$ cat src/hdl/emi_params.svh
`ifndef EMI_PARAMS_SVH
`define EMI_PARAMS_SVH
// ----------------------------------------
// register byte offsets (apb)
// ----------------------------------------
`define CFG_OFF 12'h000
`define PAGE_OFF 12'h004
`define TIMING_OFF 12'h008
`define STATUS_OFF 12'h00c
// ----------------------------------------
// reset values
// ----------------------------------------
`define CFG_RESET 8'h03
`define PAGE_RESET 8'h00
`define TIMING_RESET 8'hff
// ----------------------------------------
// field positions
// ----------------------------------------
`define CFG_MUX_BIT 4
`define CFG_MODE_HI 3
`define CFG_MODE_LO 2
`define CFG_ALE_HI 1
`define CFG_ALE_LO 0
`define TC_SETUP_HI 7
`define TC_SETUP_LO 6
`define TC_STROBE_HI 5
`define TC_STROBE_LO 2
`define TC_HOLD_HI 1
`define TC_HOLD_LO 0
// ----------------------------------------
// memory modes and map
// ----------------------------------------
`define MODE_ONCHIP 2'b00
`define MODE_SPLIT 2'b01
`define MODE_BANK 2'b10
`define MODE_EXT 2'b11
`define ONCHIP_TOP 16'h1000
// ----------------------------------------
// fixed overhead of an off-chip access
// ----------------------------------------
`define FIXED_CYCLES 6'h04
`define TAIL_CNT 4'h2
`endif

$ cat src/hdl/emi_pkg.sv
`default_nettype none
package emi_pkg;
	// access states
	typedef enum logic [2:0] {
		ST_IDLE, ST_ONCHIP, ST_START, ST_ALE_HI, ST_ALE_LO,
		ST_SETUP, ST_STROBE, ST_TAIL_OR_HOLD
	} emi_state_t;
	// one external-move request from the cpu
	typedef struct packed {
		logic is16;
		logic wr;
		logic [7:0] idx;
		logic [15:0] data_pointer_pair;
		logic [7:0] wdata;
	} cpu_req_t;
	// external bus pin outputs
	typedef struct packed {
		logic [7:0] ad_o;
		logic ad_oe;
		logic [7:0] addr_lo_o;
		logic addr_lo_oe;
		logic [7:0] addr_hi_o;
		logic addr_hi_oe;
		logic ale;
		logic rd_n;
		logic wr_n;
		logic pins_own;
	} pin_out_t;
endpackage
`default_nettype wire

$ cat src/hdl/external_data_memory_interface.sv
// How it works
// - cfg bit 4 selects multiplexed or separate pins
// - muxed mode shares data and low address
// - device drives the address latch strobe
// - strobe high phase shows low address
// - muxed data phase carries data at strobe
// - non-muxed uses separate pins, no latch phase
// - mode 00 goes on-chip, wraps at 4k
// - 8-bit address is page plus index byte
// - 16-bit address comes from data pointer
// - modes 01/10 split at 4k boundary
// - split mode 8-bit leaves upper pins alone
// - off-chip 16-bit drives all sixteen pins
// - bank mode upper byte from page
// - mode 11 all off-chip, upper undriven in 8-bit access
// - access is timing plus four cycles
// - muxed adds two or more latch cycles
// - timing register resets to all ones
// - timing fields setup, width, hold layout
// - strobe width is field plus one
// - pins owned only during off-chip access
// - input pins are not driven
`include "emi_params.svh"
`default_nettype none
module external_data_memory_interface
	import emi_pkg::*;
(
	// clock and reset
	input wire logic pclk,
	input wire logic presetn,
	// apb slave
	input wire logic psel,
	input wire logic penable,
	input wire logic pwrite,
	input wire logic [11:0] paddr,
	input wire logic [31:0] pwdata,
	output logic [31:0] prdata,
	output logic pready,
	output logic pslverr,
	// cpu external-move port
	input wire logic cpu_req,
	input wire cpu_req_t cpu_cmd,
	output logic cpu_ready,
	output logic cpu_ack,
	output logic [7:0] cpu_rdata,
	// on-chip expansion ram (read data valid with enable)
	output logic on_chip_expansion_ram_en,
	output logic on_chip_expansion_ram_we,
	output logic [11:0] on_chip_expansion_ram_addr,
	output logic [7:0] on_chip_expansion_ram_wdata,
	input wire logic [7:0] on_chip_expansion_ram_rdata,
	// external memory pins
	input wire logic [7:0] ad_i,
	output pin_out_t pins
);

	// ----------------------------------------
	// registers
	// ----------------------------------------
	logic [7:0] cfg_ff;
	logic [7:0] page_ff;
	logic [7:0] timing_ff;
	logic [31:0] prdata_ff;
	logic [1:0] mode;
	logic nonmux;
	logic [1:0] setup_f;
	logic [3:0] strobe_f;
	logic [1:0] hold_f;
	logic [1:0] ale_f;

	assign mode = cfg_ff[`CFG_MODE_HI:`CFG_MODE_LO];
	assign nonmux = cfg_ff[`CFG_MUX_BIT];
	assign setup_f = timing_ff[`TC_SETUP_HI:`TC_SETUP_LO];
	assign strobe_f = timing_ff[`TC_STROBE_HI:`TC_STROBE_LO];
	assign hold_f = timing_ff[`TC_HOLD_HI:`TC_HOLD_LO];
	assign ale_f = cfg_ff[`CFG_ALE_HI:`CFG_ALE_LO];

	// ----------------------------------------
	// access state
	// ----------------------------------------
	emi_state_t state_ff, nxt_state;
	logic [3:0] cnt_ff, nxt_cnt;
	logic in_hold_ff, nxt_in_hold;
	logic [15:0] addr_ff;
	logic [7:0] wdata_ff;
	logic wr_ff;
	logic mux_ff;
	logic hi_drive_ff;
	logic ack_ff;
	logic [7:0] rdata_ff;
	logic [7:0] sync1_ff, sync2_ff, sync3_ff;
	logic [2:0] samp_ff;
	logic [15:0] eff_addr;
	logic take;

	// is the effective address served on-chip
	function automatic logic is_onchip(input logic [1:0] m, input logic [15:0] a);
		is_onchip = (m == `MODE_ONCHIP) || ((m != `MODE_EXT) && (a < `ONCHIP_TOP));
	endfunction

	// ----------------------------------------
	// apb slave, zero wait states
	// ----------------------------------------
	logic wr_acc;
	logic mapped;
	assign wr_acc = psel && penable && pwrite;
	assign mapped = (paddr == `CFG_OFF) || (paddr == `PAGE_OFF) ||
		(paddr == `TIMING_OFF) || (paddr == `STATUS_OFF);
	assign pready = 1'b1;
	assign pslverr = psel && penable && !mapped;
	assign prdata = prdata_ff;

	// configuration register
	always_ff @(posedge pclk or negedge presetn) begin
		if (!presetn) begin
			cfg_ff <= `CFG_RESET;
		end else if (wr_acc && paddr == `CFG_OFF) begin
			cfg_ff <= {2'h0, pwdata[5:0]};
		end
	end

	// page register
	always_ff @(posedge pclk or negedge presetn) begin
		if (!presetn) begin
			page_ff <= `PAGE_RESET;
		end else if (wr_acc && paddr == `PAGE_OFF) begin
			page_ff <= pwdata[7:0];
		end
	end

	// timing register
	always_ff @(posedge pclk or negedge presetn) begin
		if (!presetn) begin
			timing_ff <= `TIMING_RESET;
		end else if (wr_acc && paddr == `TIMING_OFF) begin
			timing_ff <= pwdata[7:0];
		end
	end

	// read data loaded in the setup phase
	always_ff @(posedge pclk or negedge presetn) begin
		if (!presetn) begin
			prdata_ff <= 32'h0;
		end else if (psel && !penable) begin
			unique case (paddr)
				`CFG_OFF: prdata_ff <= {24'h0, cfg_ff};
				`PAGE_OFF: prdata_ff <= {24'h0, page_ff};
				`TIMING_OFF: prdata_ff <= {24'h0, timing_ff};
				`STATUS_OFF: prdata_ff <= {16'h0, rdata_ff, 6'h0, pins.pins_own, state_ff != ST_IDLE};
				default: prdata_ff <= 32'h0;
			endcase
		end
	end

	// ----------------------------------------
	// request decode
	// ----------------------------------------
	assign cpu_ready = (state_ff == ST_IDLE);
	assign take = cpu_req && cpu_ready;
	assign eff_addr = cpu_cmd.is16 ? cpu_cmd.data_pointer_pair : {page_ff, cpu_cmd.idx};

	// capture the request when taken
	always_ff @(posedge pclk or negedge presetn) begin
		if (!presetn) begin
			addr_ff <= 16'h0;
			wdata_ff <= 8'h0;
			wr_ff <= 1'b0;
			mux_ff <= 1'b0;
			hi_drive_ff <= 1'b0;
		end else if (take) begin
			addr_ff <= eff_addr;
			wdata_ff <= cpu_cmd.wdata;
			wr_ff <= cpu_cmd.wr;
			mux_ff <= !nonmux;
			hi_drive_ff <= cpu_cmd.is16 || (mode == `MODE_BANK);
		end
	end

	// ----------------------------------------
	// sequencer
	// ----------------------------------------
	always_comb begin
		nxt_state = state_ff;
		nxt_cnt = cnt_ff;
		nxt_in_hold = in_hold_ff;
		unique case (state_ff)
			ST_IDLE: begin
				if (take) begin
					nxt_state = is_onchip(mode, eff_addr) ? ST_ONCHIP : ST_START;
				end
			end
			ST_ONCHIP: begin
				nxt_state = ST_IDLE;
			end
			ST_START: begin
				if (mux_ff) begin
					nxt_state = ST_ALE_HI;
					nxt_cnt = {2'h0, ale_f};
				end else if (setup_f == 2'h0) begin
					nxt_state = ST_STROBE;
					nxt_cnt = strobe_f;
				end else begin
					nxt_state = ST_SETUP;
					nxt_cnt = {2'h0, setup_f - 2'h1};
				end
			end
			ST_ALE_HI: begin
				if (cnt_ff == 4'h0) begin
					nxt_state = ST_ALE_LO;
					nxt_cnt = {2'h0, ale_f};
				end else begin
					nxt_cnt = cnt_ff - 4'h1;
				end
			end
			ST_ALE_LO: begin
				if (cnt_ff != 4'h0) begin
					nxt_cnt = cnt_ff - 4'h1;
				end else if (setup_f == 2'h0) begin
					nxt_state = ST_STROBE;
					nxt_cnt = strobe_f;
				end else begin
					nxt_state = ST_SETUP;
					nxt_cnt = {2'h0, setup_f - 2'h1};
				end
			end
			ST_SETUP: begin
				if (cnt_ff == 4'h0) begin
					nxt_state = ST_STROBE;
					nxt_cnt = strobe_f;
				end else begin
					nxt_cnt = cnt_ff - 4'h1;
				end
			end
			ST_STROBE: begin
				if (cnt_ff != 4'h0) begin
					nxt_cnt = cnt_ff - 4'h1;
				end else begin
					nxt_state = ST_TAIL_OR_HOLD;
					nxt_in_hold = (hold_f != 2'h0);
					nxt_cnt = (hold_f != 2'h0) ? {2'h0, hold_f - 2'h1} : `TAIL_CNT;
				end
			end
			ST_TAIL_OR_HOLD: begin
				if (cnt_ff != 4'h0) begin
					nxt_cnt = cnt_ff - 4'h1;
				end else if (in_hold_ff) begin
					nxt_in_hold = 1'b0;
					nxt_cnt = `TAIL_CNT;
				end else begin
					nxt_state = ST_IDLE;
				end
			end
		endcase
	end

	// state registers
	always_ff @(posedge pclk or negedge presetn) begin
		if (!presetn) begin
			state_ff <= ST_IDLE;
			cnt_ff <= 4'h0;
			in_hold_ff <= 1'b0;
		end else begin
			state_ff <= nxt_state;
			cnt_ff <= nxt_cnt;
			in_hold_ff <= nxt_in_hold;
		end
	end

	// ----------------------------------------
	// read data path
	// ----------------------------------------
	// pin data passes three flops; the first holds the last strobe sample, so stages two and three agree
	// on it even though the released pins change right after the strobe
	always_ff @(posedge pclk or negedge presetn) begin
		if (!presetn) begin
			sync1_ff <= 8'h0;
			sync2_ff <= 8'h0;
			sync3_ff <= 8'h0;
			samp_ff <= 3'h0;
		end else begin
			if (state_ff == ST_STROBE && !wr_ff) begin
				sync1_ff <= ad_i;
			end
			sync2_ff <= sync1_ff;
			sync3_ff <= sync2_ff;
			samp_ff <= {samp_ff[1:0], state_ff == ST_STROBE && cnt_ff == 4'h0 && !wr_ff};
		end
	end

	// answer to the cpu
	always_ff @(posedge pclk or negedge presetn) begin
		if (!presetn) begin
			ack_ff <= 1'b0;
			rdata_ff <= 8'h0;
		end else begin
			ack_ff <= (state_ff == ST_ONCHIP) ||
				(state_ff == ST_TAIL_OR_HOLD && !in_hold_ff && cnt_ff == 4'h0);
			if (state_ff == ST_ONCHIP && !wr_ff) begin
				rdata_ff <= on_chip_expansion_ram_rdata;
			end else if (samp_ff[2] && sync2_ff == sync3_ff) begin
				rdata_ff <= sync3_ff; // value at the strobe's last cycle
			end
		end
	end
	assign cpu_ack = ack_ff;
	assign cpu_rdata = rdata_ff;

	// ----------------------------------------
	// on-chip ram port
	// ----------------------------------------
	assign on_chip_expansion_ram_en = (state_ff == ST_ONCHIP);
	assign on_chip_expansion_ram_we = on_chip_expansion_ram_en && wr_ff;
	assign on_chip_expansion_ram_addr = addr_ff[11:0];
	assign on_chip_expansion_ram_wdata = wdata_ff;

	// ----------------------------------------
	// pin drive, decoded from flops
	// ----------------------------------------
	logic offchip;
	logic ale_ph;
	logic strobe_ph;
	assign offchip = (state_ff != ST_IDLE) && (state_ff != ST_ONCHIP);
	assign ale_ph = (state_ff == ST_ALE_HI);
	assign strobe_ph = (state_ff == ST_STROBE);
	always_comb begin
		pins.pins_own = offchip;
		pins.ale = ale_ph;
		pins.rd_n = !(strobe_ph && !wr_ff);
		pins.wr_n = !(strobe_ph && wr_ff);
		pins.addr_hi_o = addr_ff[15:8];
		pins.addr_hi_oe = offchip && hi_drive_ff;
		pins.addr_lo_o = addr_ff[7:0];
		pins.addr_lo_oe = offchip && !mux_ff;
		pins.ad_o = (mux_ff && ale_ph) ? addr_ff[7:0] : wdata_ff;
		pins.ad_oe = offchip && ((mux_ff && ale_ph) || wr_ff);
	end

	logic [5:0] len_ff;
	logic [4:0] strb_len_ff;
	logic strb;
	assign strb = !pins.rd_n || !pins.wr_n;
	always_ff @(posedge pclk or negedge presetn) begin
		if (!presetn) begin
			len_ff <= 6'h0;
			strb_len_ff <= 5'h0;
		end else begin
			len_ff <= (state_ff == ST_START) ? 6'h1 : (offchip ? len_ff + 6'h1 : len_ff);
			strb_len_ff <= strb ? strb_len_ff + 5'h1 : 5'h0;
		end
	end
endmodule
`default_nettype wire

$ cat config.mk
export PLATFORM = sky130hd
export DESIGN_NAME = external_data_memory_interface
export DESIGN_NICKNAME = d
export VERILOG_FILES = /design/src/hdl/emi_pkg.sv /design/src/hdl/external_data_memory_interface.sv
export VERILOG_INCLUDE_DIRS = /design/src /design/src/hdl
export SDC_FILE = /design/constraint.sdc
export NUM_CORES = 1
export LEC_CHECK = 0
export BUFFER_PORTS_ARGS = -buffer_cell sky130_fd_sc_hd__buf_4
export CAP_MARGIN = 20
export CORE_ASPECT_RATIO = 0.7
export CORE_MARGIN = 5
export CORE_UTILIZATION = 50
export DETAILED_ROUTE_END_ITERATION = 7
export PLACE_DENSITY = 0.8
export SLEW_MARGIN = 30
export SYNTH_ARGS = -nofsm -noshare
export SYNTH_HDL_FRONTEND = slang
export SYNTH_SLANG_ARGS = --single-unit
$ cat constraint.sdc
create_clock -name pclk -period 2.71 [get_ports pclk]
set_clock_uncertainty 0.1 [all_clocks]
set_input_delay 0 -clock pclk [delete_from_list [all_inputs] [get_ports pclk]]
set_output_delay 0 -clock pclk [all_outputs]
set_load 0.03 [all_outputs]
==> summary.txt <==
Logic synthesis
  • Synth Area in Compound Gates: roughly an eighth
  • Sequential area share after synthesis: approximately half
  • Post-synth EDFFs: 0
  • Avg Inst Size Synth: 11.1 sq um
  • Warnings, synthesis: 0
  • Main combinational cell family by area after synthesis: multiplexers
  • Top FF cell, synth: dfrtp_1
  • Synthesis-stage register bit count: 109
  • Synth top area cells: dfrtp_1 (47%), mux2_2 (9.7%), dfstp_2 (4.9%)
  • Synth Area in Adders: between 1 and 1.5%
  • Simple-gate share of the synthesized area: between 10% and 20%
  • Post-synth cell types: 55
  • Synthesized instance count: about 480
  • Mux share of post-synthesis cell area: 14.4%
  • Cell area after synthesis: around 0.0053 sq mm
  • Post-synth ARST share: 100%
  • Yosys top cell area share: a little under half
  • Post-synth top area cell: dfrtp_1
  • Post-Synth XOR/XNOR Area: approximately 1.3%

Setup path
  • CP required: ~2.6 ns
  • Crit. End Element: output pin
  • Crit path largest cell delay: about 0.48 ns
  • Levels on crit path: 6
  • WP buf/inv: 2
  • Crit. Startpoint: state_ff[0]$_DFFE_PN0P_
  • Crit-path leading delay family: simple AND/OR/NAND/NOR gates
  • Startpoint class of the critical path: flop
  • CP Cell Sequence: buf_4 -> nand2_1 -> nor2_1 -> nand2_1 -> mux2_2 -> buf_4
  • CP arrival: 2.26 ns
  • Setup crit end: pins[30]
  • Worst R2R Start: cnt_ff[0]$_DFFE_PN0P_
  • Worst Path Max Fanout: 13
  • R2r worst-path depth: 6
  • Slowest-stage cell, CP: dfrtp_1
  • R2R Setup Slk: about 0.36 ns
  • Worst flop-to-flop path endpoint: cnt_ff[2]$_DFFE_PN0P_
  • Crit Path Class: reg -> out

Timing
  • Max-slew headroom: about half
  • # setup viols final: 0
  • Fin. Hold Viols: 0
  • Slew @ Worst Pin: 0.776 ns
  • Crit path time final: 2.36 ns
  • Slew Viols, Final: 0
  • RSZ-0062 raised after global routing: false
  • Final worst-path cycle share: between 80% and 90%
  • Max Freq: between 400 and 500 MHz
  • Total negative slack: 0 ns

GRT
  • Largest net degree at the start of global routing: ~100
  • Met3 Usage GRT: about 8.6%
  • All-layer global routing usage: roughly a quarter
  • Initial antenna violation count: 0
  • Met2 layer usage reported by global route: about two fifths
  • First-pass GRT wire length: ~24,000 um
  • Grt peak-use layer: met2
  • Grt met1 use: between 20% and 30%
  • GR Overflow Total: 0
  • Vias in the first global route: between 4,000 and 5,000

Clock network
  • Post-CTS Resized: 0
  • Worst skew pair latency: ~0.35 ns
  • Root Driver: clkbuf_16
  • Clk slew on worst S/H paths: approximately 0.070 ns
  • H-tree depth: 3
  • CTS tree: yes
  • Clock Sink Count: around 110
  • Num CTS Buffers: 9
  • CTS Buffer Depth: 2

Cells and area
  • Non-Filler Instances: a little over 800
  • Commonest non-fill, non-tap cell in the layout: buf_4
  • NumNets Final: ~770
  • # diodes: 0
  • P&R area growth vs syn: 37.8%
  • Commonest non-fill, non-tap cells in the layout: buf_4 (160), dfrtp_1 (99), dlygate4sd3_1 (60)
  • Share of cells above drive strength 1: between 30% and 40%

Routing
  • DR vias/cell: between 5 and 6
  • Post-detailed-route count of antenna-violating nets: 0
  • Routed len/inst: between 15 and 20 um
  • Pre-Repair DR Iteration Count: 5
  • WL final: about 15,000 um
  • Remaining DRCs: 0
  • Vias: around 4,500
  • DR iter-0 viols: ~370

Placement
  • Placed cells: 729
  • IO Port Bufs: between 150 and 200
  • DP Wirelength: 10,400 um
  • GPL Wtd Cong: 0.864

Run
  • Max Cap Viol: 0

Status
  • Status: complete, no violations

Floorplanning
  • Die Wd: around 130 um
  • Num rows: 31
  • Die Area: ~0.013 sq mm
  • Die height: 96.3 um
  • Io pins: around 200
  • Core region area: a little over 0.01 sq mm
  • Initial core utilization: around half

Power
  • VDD IR max: about 0.9 mV
  • Lkg Pwr: around 3.4 nW
  • P per Cell Area: slightly above 1000 mW/mm^2

Hold path
  • Cell depth of the worst hold path: 4
  • HP Start: paddr[2]
  • Worst hold path class: in -> reg
-- Yosys cell counts, types with 6 or more instances --
cell type / instances
dfrtp_1: 99
o31ai_1: 18
buf_4: 32
xnor2_1: 8
nor2b_1: 7
nand2_1: 20
mux2_2: 46
a21oi_1: 33
nand4_1: 11
inv_1: 12
dfstp_2: 10
buf_2: 9
a31oi_1: 10
nor2_1: 41
o21ai_0: 8
mux2i_1: 20
a22o_1: 10
clkbuf_1: 12
nand3_1: 6
-- cell families after synthesis --
kind of cell             Yosys count
AO/OA/AOI/OAI                     96
XOR/XNOR                           8
adder cells (fa/ha/maj)            5
buffers and inverters             69
flip-flops                       109
multiplexers                      68
other                              2
AND/OR/NAND/NOR                  120
-- metrics by stage --
step / util [%] / setup slack (ns) / area, sq um / hold slack (ns) / power [mW]
after floorplan: - / 0.588 / 5370 / -0.396 / 4.94
after global placement: 62.0 / 0.457 / 6420 / -0.262 / 5.92
after detailed placement: 62.0 / 0.368 / 6420 / -0.262 / 6.03
after CTS: 70.7 / 0.377 / 7320 / 0.0158 / 7.45
after global routing: 70.7 / 0.240 / 7320 / 0.0749 / 7.88
final: 70.7 / 0.354 / 7320 / 0.0187 / 7.51
-- state kept, by name (all words and copies together) (netlist names) --
signal,flops
addr_ff,16
prdata,16
cpu_rdata,8
on_chip_expansion_ram_wdata,8
page_ff,8
sync1_ff,8
sync2_ff,8
sync3_ff,8
timing_ff,8
cfg_ff,6
cnt_ff,4
samp_ff,3
state_ff,3
cpu_ack,1
hi_drive_ff,1
in_hold_ff,1
mux_ff,1
wr_ff,1
-- where the power goes --
part	switching (mW)	leakage, nW	internal [mW]
logic	2.07	1.92	1.42
registers	0.536	1.34	2.14
clock network	0.607	0.143	0.731
total	3.21	3.41	4.30
-- routing by layer --
metal,vias up,wire [um]
met1,2222,6370
met2,211,7350
met4,0,279
met3,35,1470
li1,2046,-
met5,-,0
-- worst min-delay path by stage --
stage	end	slack [ns]
CTS	hi_drive_ff$_DFFE_PN0P_	0.02
global route	addr_ff[13]$_DFFE_PN0P_	0.07
global placement	prdata[8]$_DFFE_PN0P_	-0.26
detailed placement	prdata[8]$_DFFE_PN0P_	-0.26
floorplan	addr_ff[0]$_DFFE_PN0P_	-0.40
finish	prdata[5]$_DFFE_PN0P_	0.02
-- cell type report --
| class | instances | area, sq um |
|---|---|---|
| inverters | 12 | 45.0 |
| clock buffers | 11 | 233 |
| multi-input cells | 314 | 2230 |
| fillers | 694 | 3030 |
| well taps | 132 | 165 |
| flip-flops and latches | 109 | 2740 |
| clock inverters | 5 | 66.3 |
| repair buffers | 222 | 1840 |
-- worst register-to-register path: cells and delay by family, from the launching register on --
family / cells / cell delay [ns]
AND/OR/NAND/NOR: 1 / 0.53
adder cells (fa/ha/maj): 1 / 0.16
flip-flops: 1 / 0.41
buffers and inverters: 1 / 0.09
AO/OA/AOI/OAI: 3 / 0.95
-- what timing repair did --
item,4_1_cts,5_1_grt
buffers inserted,0,0
endpoints found under the hold margin,164,0
endpoints found under the setup margin,0,0
hold buffers,60,0
Note: power is estimated with default switching activity, not from simulation.
